File: src/verilog/rai_map.svh
// Register offsets, field positions, reset values and clock rates of the receive alarm block
`ifndef RAI_MAP_SVH
`define RAI_MAP_SVH
`define RAI_IDX_LATCHED 5
`define RAI_IDX_LIVE 9
`define RAI_IDX_MASK 12
`define RAI_IDX_CTRL 16
`define RAI_ADDR_LATCHED 12'h014
`define RAI_ADDR_LIVE 12'h024
`define RAI_ADDR_MASK 12'h030
`define RAI_ADDR_CTRL 12'h040
`define RAI_BIT_SIGABS 0
`define RAI_BIT_LOCK 4
`define RAI_CTRL_IRQEN 0
`define RAI_CTRL_PUSHPULL 1
`define RAI_CTRL_CLKOUT 2
`define RAI_RST_MASK 8'h00
`define RAI_RST_CTRL 8'h00
`define RAI_CLK_HZ 125000000
`define RAI_CLKOUT_HZ 622000000
`endif

File: src/verilog/rai_pkg.sv
// Types shared by the receive alarm and interrupt block
`default_nettype none
package rai_pkg;
  typedef struct packed {
    logic analogAbsent;
    logic countAbsent;
    logic qualityAbsent;
  } rai_detect_s;
  typedef struct packed {
    logic useRef;
    logic freqLost;
    logic qualityLost;
  } rai_lock_s;
  typedef enum logic [2:0] {
    RAI_IDLE = 3'b001,
    RAI_ACCESS = 3'b010,
    RAI_DONE = 3'b100
  } rai_bus_e;
endpackage : rai_pkg
`default_nettype wire

File: src/verilog/rai_lock_detect.sv
// Receive lock-lost decision from frequency or data-quality indications
`default_nettype none
module rai_lock_detect (
  input wire logic clk,
  input wire logic rst_b,
  input wire rai_pkg::rai_lock_s lockIn,
  output logic lockLost
);
  import rai_pkg::*;
  logic lost_d;
  logic lost_q;
  // Without a reference clock only the data quality measure is meaningful
  always_comb begin
    lost_d = lockIn.useRef ? lockIn.freqLost : lockIn.qualityLost;
  end
  always_ff @(posedge clk or negedge rst_b) begin
    if (!rst_b) begin
      lost_q <= 1'b0;
    end else begin
      lost_q <= lost_d;
    end
  end
  assign lockLost = lost_q;
endmodule : rai_lock_detect
`default_nettype wire

File: src/verilog/rai_irq_out.sv
// Interrupt pin driver, open-drain or push-pull, active low
`default_nettype none
module rai_irq_out (
  input wire logic clk,
  input wire logic rst_b,
  input wire logic pending,
  input wire logic pushPull,
  output logic irqOut,
  output logic irqOe
);
  import rai_pkg::*;
  logic out_d;
  logic out_q;
  logic oe_d;
  logic oe_q;
  // Open-drain only pulls low while pending; push-pull always drives the level
  always_comb begin
    out_d = ~pending;
    oe_d = pushPull | pending;
  end
  always_ff @(posedge clk or negedge rst_b) begin
    if (!rst_b) begin
      out_q <= 1'b1;
      oe_q <= 1'b0;
    end else begin
      out_q <= out_d;
      oe_q <= oe_d;
    end
  end
  assign irqOut = out_q;
  assign irqOe = oe_q;
endmodule : rai_irq_out
`default_nettype wire

File: src/verilog/rai_alarm_top.sv
// Receive alarm outputs, latched status, mask and interrupt with APB register access
//
// Notes on behaviour
// - Interrupt pin driven low on alert
// - Each source masked by its own bit
// - Status register shows every alert source
// - Global enable cleared blocks the interrupt
// - Open-drain after reset, push-pull when selected
// - Lock-lost pin high while lock lost
// - Live lock-lost at bit four, index nine
// - Latched lock-lost at bit four, index five
// - Lock-lost interrupts only when mask enabled
// - No reference: lock decided by data quality
// - Lock pin may carry 622 MHz clock
// - Signal-absent high if any detector reports
`include "rai_map.svh"
`default_nettype none
module rai_alarm_top (
  input wire logic clk,
  input wire logic rst_b,
  input wire logic psel,
  input wire logic penable,
  input wire logic pwrite,
  input wire logic [11:0] paddr,
  input wire logic [31:0] pwdata,
  output logic [31:0] prdata,
  output logic pready,
  output logic pslverr,
  input wire rai_pkg::rai_detect_s detectIn,
  input wire rai_pkg::rai_lock_s lockIn,
  input wire logic txClk622,
  output logic rxLockLost,
  output logic rxSignalAbsent,
  output logic irqOut,
  output logic irqOe
);
  import rai_pkg::*;

  ////////////////////////////////////////////////////////////////////////////
  // Live conditions

  logic lockLost;
  logic sigAbs_d;
  logic sigAbs_q;
  logic pinLock_d;
  logic pinLock_q;
  logic [7:0] live;
  logic [7:0] latched_d;
  logic [7:0] latched_q;
  logic [7:0] mask_d;
  logic [7:0] mask_q;
  logic [7:0] ctrl_d;
  logic [7:0] ctrl_q;
  logic [31:0] rdata_d;
  logic [31:0] rdata_q;
  logic pending_d;
  logic pending_q;
  logic wrEn;
  logic rdEn;
  logic hit;
  logic selLatched;
  logic selLive;
  logic selMask;
  logic selCtrl;
  logic rdSetup;
  logic clrLatched;

  rai_lock_detect i_rai_lock_detect (
    .clk(clk),
    .rst_b(rst_b),
    .lockIn(lockIn),
    .lockLost(lockLost)
  );

  // Any one detector is enough to flag signal absence
  always_comb begin
    sigAbs_d = detectIn.analogAbsent | detectIn.countAbsent | detectIn.qualityAbsent;
  end

  // Place the live sources into the status layout
  always_comb begin
    live = 8'h00;
    live[`RAI_BIT_LOCK] = lockLost;
    live[`RAI_BIT_SIGABS] = sigAbs_q;
  end

  ////////////////////////////////////////////////////////////////////////////
  // APB decode

  function automatic logic addrIs(input logic [11:0] a, input logic [11:0] ref_a);
    addrIs = (a == ref_a);
  endfunction : addrIs

  // Zero wait states: every access completes in its first access cycle
  always_comb begin
    selLatched = addrIs(paddr, `RAI_ADDR_LATCHED);
    selLive = addrIs(paddr, `RAI_ADDR_LIVE);
    selMask = addrIs(paddr, `RAI_ADDR_MASK);
    selCtrl = addrIs(paddr, `RAI_ADDR_CTRL);
    wrEn = psel & penable & pwrite;
    rdEn = psel & penable & ~pwrite;
    rdSetup = psel & ~penable & ~pwrite;
    hit = selLatched | selLive | selMask | selCtrl;
    clrLatched = rdEn & selLatched;
  end
  assign pready = 1'b1;
  assign pslverr = psel & penable & ~hit;

  ////////////////////////////////////////////////////////////////////////////
  // Registers

  // Signal-absent flag is registered so the pin never shows detector glitches
  always_ff @(posedge clk or negedge rst_b) begin
    if (!rst_b) begin
      sigAbs_q <= 1'b0;
    end else begin
      sigAbs_q <= sigAbs_d;
    end
  end

  // Sticky latch: a new event in the clearing read cycle survives the clear
  always_comb begin
    latched_d = latched_q;
    if (clrLatched) begin
      latched_d = 8'h00;
    end
    latched_d = latched_d | live;
  end

  // Status bits are set only by live sources and cleared only by a status read
  always_ff @(posedge clk or negedge rst_b) begin
    if (!rst_b) begin
      latched_q <= 8'h00;
    end else begin
      latched_q <= latched_d;
    end
  end

  // Mask keeps only the low byte and control only bits 2:0; upper write bits are dropped
  always_comb begin
    mask_d = mask_q;
    ctrl_d = ctrl_q;
    if (wrEn && selMask) begin
      mask_d = pwdata[7:0];
    end
    if (wrEn && selCtrl) begin
      ctrl_d = {5'h00, pwdata[2:0]};
    end
  end

  // Configuration words; status and unmapped writes never land here
  always_ff @(posedge clk or negedge rst_b) begin
    if (!rst_b) begin
      mask_q <= `RAI_RST_MASK;
      ctrl_q <= `RAI_RST_CTRL;
    end else begin
      mask_q <= mask_d;
      ctrl_q <= ctrl_d;
    end
  end

  // Read mux; the latched word is captured before it is cleared
  always_comb begin
    rdata_d = rdata_q;
    if (rdSetup) begin
      if (selLatched) begin
        rdata_d = {24'h000000, latched_q | live};
      end else if (selLive) begin
        rdata_d = {24'h000000, live};
      end else if (selMask) begin
        rdata_d = {24'h000000, mask_q};
      end else if (selCtrl) begin
        rdata_d = {24'h000000, ctrl_q};
      end else begin
        rdata_d = 32'h00000000;
      end
    end
  end

  // Read data is held between reads so a slow master still sees it
  always_ff @(posedge clk or negedge rst_b) begin
    if (!rst_b) begin
      rdata_q <= 32'h00000000;
    end else begin
      rdata_q <= rdata_d;
    end
  end

  // Pending alert gated by per-source mask and global enable
  always_comb begin
    pending_d = (|(latched_q & mask_q)) & ctrl_q[`RAI_CTRL_IRQEN];
  end

  // Registered pending keeps the pin free of decode glitches
  always_ff @(posedge clk or negedge rst_b) begin
    if (!rst_b) begin
      pending_q <= 1'b0;
    end else begin
      pending_q <= pending_d;
    end
  end

  // Lock pin carries either the lock flag or the transmit-side clock
  always_comb begin
    pinLock_d = lockLost;
  end

  // Lock flag as it leaves on the pin when clock-out is off
  always_ff @(posedge clk or negedge rst_b) begin
    if (!rst_b) begin
      pinLock_q <= 1'b0;
    end else begin
      pinLock_q <= pinLock_d;
    end
  end

  assign prdata = rdata_q;
  assign rxSignalAbsent = sigAbs_q;
  // The 622 MHz clock is far above the core rate, so it is muxed, not registered
  assign rxLockLost = ctrl_q[`RAI_CTRL_CLKOUT] ? txClk622 : pinLock_q;

  ////////////////////////////////////////////////////////////////////////////
  // Interrupt pin

  rai_irq_out i_rai_irq_out (
    .clk(clk),
    .rst_b(rst_b),
    .pending(pending_q),
    .pushPull(ctrl_q[`RAI_CTRL_PUSHPULL]),
    .irqOut(irqOut),
    .irqOe(irqOe)
  );
endmodule : rai_alarm_top
`default_nettype wire

File: config.mk
export PLATFORM = sky130hd
export DESIGN_NAME = rai_alarm_top
export DESIGN_NICKNAME = d
export VERILOG_FILES = /design/src/verilog/rai_pkg.sv /design/src/verilog/rai_lock_detect.sv /design/src/verilog/rai_irq_out.sv /design/src/verilog/rai_alarm_top.sv
export VERILOG_INCLUDE_DIRS = /design/src /design/src/verilog
export SDC_FILE = /design/constraint.sdc
export NUM_CORES = 1
export LEC_CHECK = 0
export BUFFER_PORTS_ARGS = -buffer_cell sky130_fd_sc_hd__buf_4
export CORE_UTILIZATION = 38
export DETAILED_ROUTE_END_ITERATION = 10
export GPL_TIMING_DRIVEN = 0
export PLACE_DENSITY = 0.82
export SLEW_MARGIN = 20
export SYNTH_ARGS = -nofsm -noshare
export SYNTH_HDL_FRONTEND = slang
export SYNTH_SLANG_ARGS = --single-unit
File: constraint.sdc
create_clock -name clk -period 1.15 [get_ports clk]
set_input_delay 0.0575 -clock clk [delete_from_list [all_inputs] [get_ports clk]]
set_output_delay 0.0575 -clock clk [all_outputs]
set_load 0.05 [all_outputs]
==> summary.md, run 1 <==
## Logic synthesis
* sky130_fd_sc_hd__dfrtp_1 — cell with the most instances after synthesis
* 43.0% — Synth top area share
* sky130_fd_sc_hd__dfrtp_1 — main flop type after synthesis
* 100% — share of synthesized registers carrying an async set or reset
* 0 — total of warnings raised by yosys
* 141 — post-synthesis instance total
* sky130_fd_sc_hd__dfrtp_1 (26), sky130_fd_sc_hd__buf_4 (25), sky130_fd_sc_hd__nand2_1 (14), sky130_fd_sc_hd__mux2_4 (8), sky130_fd_sc_hd__nor2_1 (6) — most used standard cells in the synthesized netlist
* 1510 µm² — mapped cell area
* 27 — flops & latches, synth
* 39 — distinct cell type count of the synthesized netlist
* sky130_fd_sc_hd__dfrtp_1 — largest area contributor in the netlist
* 0 — Post-synth EDFFs
* sky130_fd_sc_hd__dfrtp_1 (43%), sky130_fd_sc_hd__buf_4 (12%), sky130_fd_sc_hd__mux2_4 (7.9%), sky130_fd_sc_hd__mux2_2 (3.7%), sky130_fd_sc_hd__nand2_1 (3.5%) — most area-consuming cells after synthesis
* 10.7 µm² — mean post-synth cell area
* 44.7% — sequential cell area fraction in the yosys report

## Clock tree
* 2 — Max Buffers Root-to-Sink
* 27 — number of clock sinks
* 0.09 ns — register clock-pin slew on the reported worst setup and hold paths
* 0.27 ns — insertion delay to the later sink of the worst-skew pair
* sky130_fd_sc_hd__clkbuf_8 — root buffer cell
* 3 — TritonCTS Buffers
* 1 — H-tree levels
* done — CTS tree

## Route
* 1222 — vias after detailed routing
* 41 — Detailed Route Iter0 Violations
* 3440 µm — wirelength, routed
* 0 — final routed DRC violation total
* 4 — number of detailed-route iterations in the first pass
* 0 — final antenna-violating net count
* 4.53 — Avg Vias per Cell
* 12.7 µm — WL/cell

## Status
* setup timing — violated checks
* finished, violations left — status

## Place
* 255 — total placed cells including tap cells
* 1990 µm² — dpl cell area
* 43 — number of buffers added on ports
* 2280 µm — Final HPWL DP
* 0.792 — final weighted congestion in routability-driven placement
* -1.03 ns — pre-CTS setup slack

## Die
* 40.4% — effective utilization at floorplan
* 4240 µm² — die outline area
* 65.1 µm — width of the die
* 3740 µm² — Core Footprint
* 65.1 µm — Die Y-Extent
* 94 — io pins
* 22 — site row count

## Final layout
* 2270 µm² — post-route design area
* 279 — final net count
* 0 — Antenna Cells
* 54.5% — proportion of layout cells with a drive suffix above 1
* 60.7% — fin util
* 50.1% — area growth from synthesis to layout
* 270 — non-filler cells, final

## Critical path
* 1.75 ns — WP data arrival
* input port — Startpoint Class
* 2 — critical path buffer and inverter count
* 4 — maximum fanout along the worst path
* 0.57 ns — Largest stage delay, worst path
* flip-flop — critical path capture point type
* sky130_fd_sc_hd__or4_4 — slowest stage cell, crit path
* 1.31 ns — data required time at the worst endpoint
* input port to flip-flop — start-to-end type of the worst setup path
* simple AND/OR/NAND/NOR gates — Top delay family on crit path
* 0.05 ns — register-to-register path setup slack
* buf_6, or4_4, buf_8, nor4_4, and4_4, mux2_4 — critical path cell sequence

## Timing
* -0.438 ns — worst path setup slack after routing
* 0.710 ns — worst slew pin tran
* 0.00722 ns — worst clock skew
* 1.59 ns — final critical delay including setup and external delays
* yes — unrepaired setup endpoints after global routing
* 0 — Final Max Tran Viols
* 138% — final clock period utilization by the worst path
* 52.5% — Slew Limit Headroom
* 0 — final hold violation count
* 630 MHz — max frequency
* 0.0108 ns — Hold Slack
* 19 — number of setup violations in the final report

## Global routing
* 0 — final global-route overflow total
* 0 — number of antenna violations at the first check in global routing
* 1113 — via count of the first global-routing pass
* 5290 µm — first-pass GRT wire length
* 28 — largest net degree at the start of global routing
* 16.5% — total routing usage reported by global routing

## Pwr
* 901 nW/µm² — total power divided by cell area
* 1.14 nW — static leakage
* 0.673 mV — maximum ir drop on the vdd rail

## Hold path
* input port to flip-flop — kind of path behind the tightest hold check

## Run
* 0 — number of violations of the max-capacitance limit

-- through the flow --
stage	power, mW	setup TNS (ns)
after floorplan	1.34	-9.98
after global placement	1.48	-16.50
after detailed placement	1.48	-16.61
after CTS	2.03	-6.11
after global routing	2.13	-6.18
final	2.05	-5.53
-- power by group --
group / total [mW] / internal, mW / leakage [nW] / switching, mW
combinational: 0.546 / 0.204 / 0.766 / 0.342
clock: 0.529 / 0.243 / 0.0255 / 0.286
sequential: 0.972 / 0.962 / 0.352 / 0.0104
total: 2.05 / 1.41 / 1.14 / 0.639
-- logic make-up (layout without fill, tap and decap cells) --
group | Yosys count | in the layout | share of synthesized area (%)
AOI/OAI and AO/OA | 16 | 16 | 6.94
xor gates and xnor gates | 2 | 2 | 1.16
buffers and inverters | 32 | 90 | 15.7
DFF | 27 | 27 | 44.7
muxes | 13 | 13 | 11.7
other | 2 | 25 | 0.496
and+or+nand+nor | 49 | 49 | 19.3
-- cell usage in the layout, fill, tap and decap left out, drive strengths merged, types with 3 or more instances in the layout --
cell type    instances
a22oi                3
buf                 78
nor3                 3
nand3                5
mux2                13
o21ai                5
nor4                 3
and4                 3
conb                25
or2                  3
nor2                 6
dlygate4sd3          4
or3b                 3
nand2               14
clkbuf               5
dfrtp               26
-- cell type report --
| type | count | area, µm² |
|---|---|---|
| Sequential cell | 27 | 678 |
| Clock inverter | 1 | 5.00 |
| Multi-Input combinational cell | 105 | 800 |
| Timing Repair Buffer | 56 | 464 |
| Tap cell | 48 | 60.1 |
| Clock buffer | 3 | 41.3 |
| Fill cell | 332 | 1470 |
| Inverter | 2 | 7.51 |
| Buffer | 28 | 216 |
-- final timing paths --
path | startpoint | to | cells after the start
worst max-delay path | paddr[10] | ctrl_q[2] | 6
worst min-delay path | pwdata[4] | mask_q[4] | 2
worst max register to register | rxSignalAbsent | prdata[0] | 4
worst min register to register | pending_q | i_rai_irq_out.irqOut | 1
max in group asynchronous | rst_b | i_rai_irq_out.irqOut | 2
min in group asynchronous | rst_b | i_rai_lock_detect.lockLost | 2
-- worst reg2reg max path: cells and delay by family (launching register included) --
kind,cells,cell delay [ns]
AOI/OAI and AO/OA,3,0.44
DFF,1,0.43
and+or+nand+nor,1,0.10
-- timing repair --
| action | in CTS | in global routing |
|---|---|---|
| endpoints found under the hold margin | 28 | 0 |
| endpoints found under the setup margin | 22 | 23 |
| hold buffers | 4 | 0 |
| setup buffers | 5 | 5 |
| gates resized for setup | 19 | 16 |
| pin swaps | 9 | 9 |
-- state kept, by name (all words and copies together) (netlist names) --
register and count:
pending_q 1, i_rai_lock_detect.lockLost 1, prdata 8, pinLock_q 1, mask_q 8, ctrl_q 3, i_rai_irq_out.irqOe 1, latched_q 2
i_rai_irq_out.irqOut 1, rxSignalAbsent 1
-- metal layers --
metal	wire [µm]	global-route usage, %
met3	263	3.30
met2	1680	26.3
met4	51	6.79
met5	0	0
met1	1440	21.9
No activity file was read; power rests on OpenSTA's default activity.
==> inputs of run 2 (changes only) <==
Settings changed: CORE_ASPECT_RATIO set to 0.75.
==> summary.md, run 2 (synthesized netlist as in run 1, its figures left out) <==
## Status
* finished, violations left — status, unchanged
* setup timing — violated checks, unchanged

## Place
* 43 — number of buffers added on ports, unchanged
* 0.789 — final weighted congestion in routability-driven placement, was 0.792
* 259 — total placed cells including tap cells, was 255
* 2330 µm — Final HPWL DP, was 2280 µm

## Clock tree
* 2 — Max Buffers Root-to-Sink, unchanged
* sky130_fd_sc_hd__clkbuf_8 — root buffer cell, unchanged
* 3 — TritonCTS Buffers, unchanged
* 27 — number of clock sinks, unchanged
* 1 — H-tree levels, unchanged
* done — CTS tree, unchanged
* 0.09 ns — register clock-pin slew on the reported worst setup and hold paths, about the same
* 0.27 ns — insertion delay to the later sink of the worst-skew pair, about the same

## Timing
* 55.5% — Slew Limit Headroom, was 52.5%
* -5.92 ns — Post-Route Setup TNS, was -5.53 ns
* 23 — number of setup violations in the final report, was 19
* 0.664 ns — worst slew pin tran, was 0.710 ns
* yes — unrepaired setup endpoints after global routing, unchanged
* -0.415 ns — worst path setup slack after routing, was -0.438 ns
* 0 — final hold violation count, unchanged
* 0.00581 ns — worst clock skew, was 0.00722 ns
* 136% — final clock period utilization by the worst path, was 138%
* 0.0108 ns — Hold Slack, about the same
* 0 — Final Max Tran Viols, unchanged
* 1.56 ns — final critical delay including setup and external delays, was 1.59 ns
* 639 MHz — max frequency, was 630 MHz

## Final layout
* 51.1% — proportion of layout cells with a drive suffix above 1, was 54.5%
* 46.7% — area growth from synthesis to layout, was 50.1%
* 751 µm² — total area of multi-input combinational cells, was 800 µm²
* 275 — non-filler cells, final, was 270
* sky130_fd_sc_hd__buf_4 (72), sky130_fd_sc_hd__conb_1 (25), sky130_fd_sc_hd__dfrtp_1 (25) — most frequent cells in the layout, was sky130_fd_sc_hd__buf_4 (69), sky130_fd_sc_hd__conb_1 (25), sky130_fd_sc_hd__dfrtp_1 (25)
* 0 — Antenna Cells, unchanged
* 59.5% — fin util, was 60.7%
* sky130_fd_sc_hd__buf_4 — most frequent standard cell in the layout excluding fill and tap cells, unchanged
* 280 — final net count, was 279
* 678 µm² — register area, unchanged
* 317 — FILL cells, was 332

## Pwr
* 1.12 nW — static leakage, was 1.14 nW
* 0.613 mV — maximum ir drop on the vdd rail, was 0.673 mV
* 922 nW/µm² — total power divided by cell area, was 901 nW/µm²

## Route
* 4 — number of detailed-route iterations in the first pass, unchanged
* 3230 µm — wirelength, routed, was 3440 µm
* 0 — final antenna-violating net count, unchanged
* 11.7 µm — WL/cell, was 12.7 µm
* 1210 — vias after detailed routing, was 1222
* 4.40 — Avg Vias per Cell, was 4.53
* 47 — Detailed Route Iter0 Violations, was 41
* 0 — final routed DRC violation total, unchanged

## Global routing
* 16.5% — total routing usage reported by global routing, about the same
* 0 — final global-route overflow total, unchanged
* 0 — number of antenna violations at the first check in global routing, unchanged
* 1112 — via count of the first global-routing pass, was 1113
* 28 — largest net degree at the start of global routing, unchanged
* 5210 µm — first-pass GRT wire length, was 5290 µm

## Run
* 0 — number of violations of the max-capacitance limit, unchanged

## Hold path
* input port to flip-flop — kind of path behind the tightest hold check, unchanged
* 2 — worst hold path depth, unchanged

## Critical path
* flip-flop — critical path capture point type, unchanged
* 4 — Worst R2R Path Depth, unchanged
* 0.56 ns — Largest stage delay, worst path, was 0.57 ns
* 2 — critical path buffer and inverter count, unchanged
* sky130_fd_sc_hd__or4_4 — slowest stage cell, crit path, unchanged
* simple AND/OR/NAND/NOR gates — Top delay family on crit path, unchanged
* 1.73 ns — WP data arrival, was 1.75 ns
* input port — Startpoint Class, unchanged
* 6 — number of stages on the worst setup path, unchanged
* input port to flip-flop — start-to-end type of the worst setup path, unchanged
* 8 — maximum fanout along the worst path, was 4
* 1.32 ns — data required time at the worst endpoint, was 1.31 ns
* buf_6, or4_4, nor4_4, and4_4, buf_12, mux2_4 — critical path cell sequence, was buf_6, or4_4, buf_8, nor4_4, and4_4, mux2_4

## Die
* 3730 µm² — Core Footprint, was 3740 µm²
* 40.6% — effective utilization at floorplan, was 40.4%
* 19 — site row count, was 22
* 4240 µm² — die outline area, about the same
* 56.7 µm — Die Y-Extent, was 65.1 µm
* 74.9 µm — width of the die, was 65.1 µm
* 94 — io pins, unchanged

-- run 2: power breakdown --
part           switching, mW  internal (mW)  leakage (nW)
Combinational          0.335          0.202         0.745
Sequential           0.00944          0.962         0.352
Clock                  0.292          0.249        0.0228
Total                  0.636           1.41          1.12
-- run 2: layer usage --
layer | track usage (%) | share of wire, %
met2 | 26.0 | 48
met3 | 4.85 | 6.3
met1 | 22.5 | 45
met5 | 0 | 0
met4 | 3.23 | 0.50
-- run 2: stage by stage --
step                      setup slack, ns  power [mW]  area (µm²)
after CTS                          -0.415        2.04        2170
after global placement              -1.02        1.48        1990
after global routing               -0.446        2.15        2220
final                              -0.415        2.05        2220
after detailed placement            -1.02        1.48        1990
after floorplan                    -0.721        1.34        1610
-- run 2: area by class of cell --
cell class / instances / share of cell area [%]
Multi-Input combinational cell: 105 / 33.8
Clock buffer: 4 / 2.03
Timing Repair Buffer: 57 / 20.7
Sequential cell: 27 / 30.5
Inverter: 2 / 0.338
Buffer: 28 / 9.69
Tap cell: 52 / 2.93
-- run 2: final timing paths --
kind,start,endpoint,slack [ns]
worst max-delay path,paddr[0],mask_q[6],-0.41
worst min-delay path,pwdata[7],mask_q[7],0.01
worst max register to register,rxSignalAbsent,prdata[0],0.07
worst min register to register,pending_q,i_rai_irq_out.irqOut,0.39
max in group asynchronous,rst_b,i_rai_irq_out.irqOut,0.63
min in group asynchronous,rst_b,prdata[7],0.22
-- run 2: repair_timing --
item | 4_1_cts | 5_1_grt
setup buffers | 6 | 4
hold buffers | 4 | 1
resized for setup | 15 | 4
endpoints found under the hold margin | 28 | 1
endpoints found under the setup margin | 22 | 23
pin swaps | 7 | 3
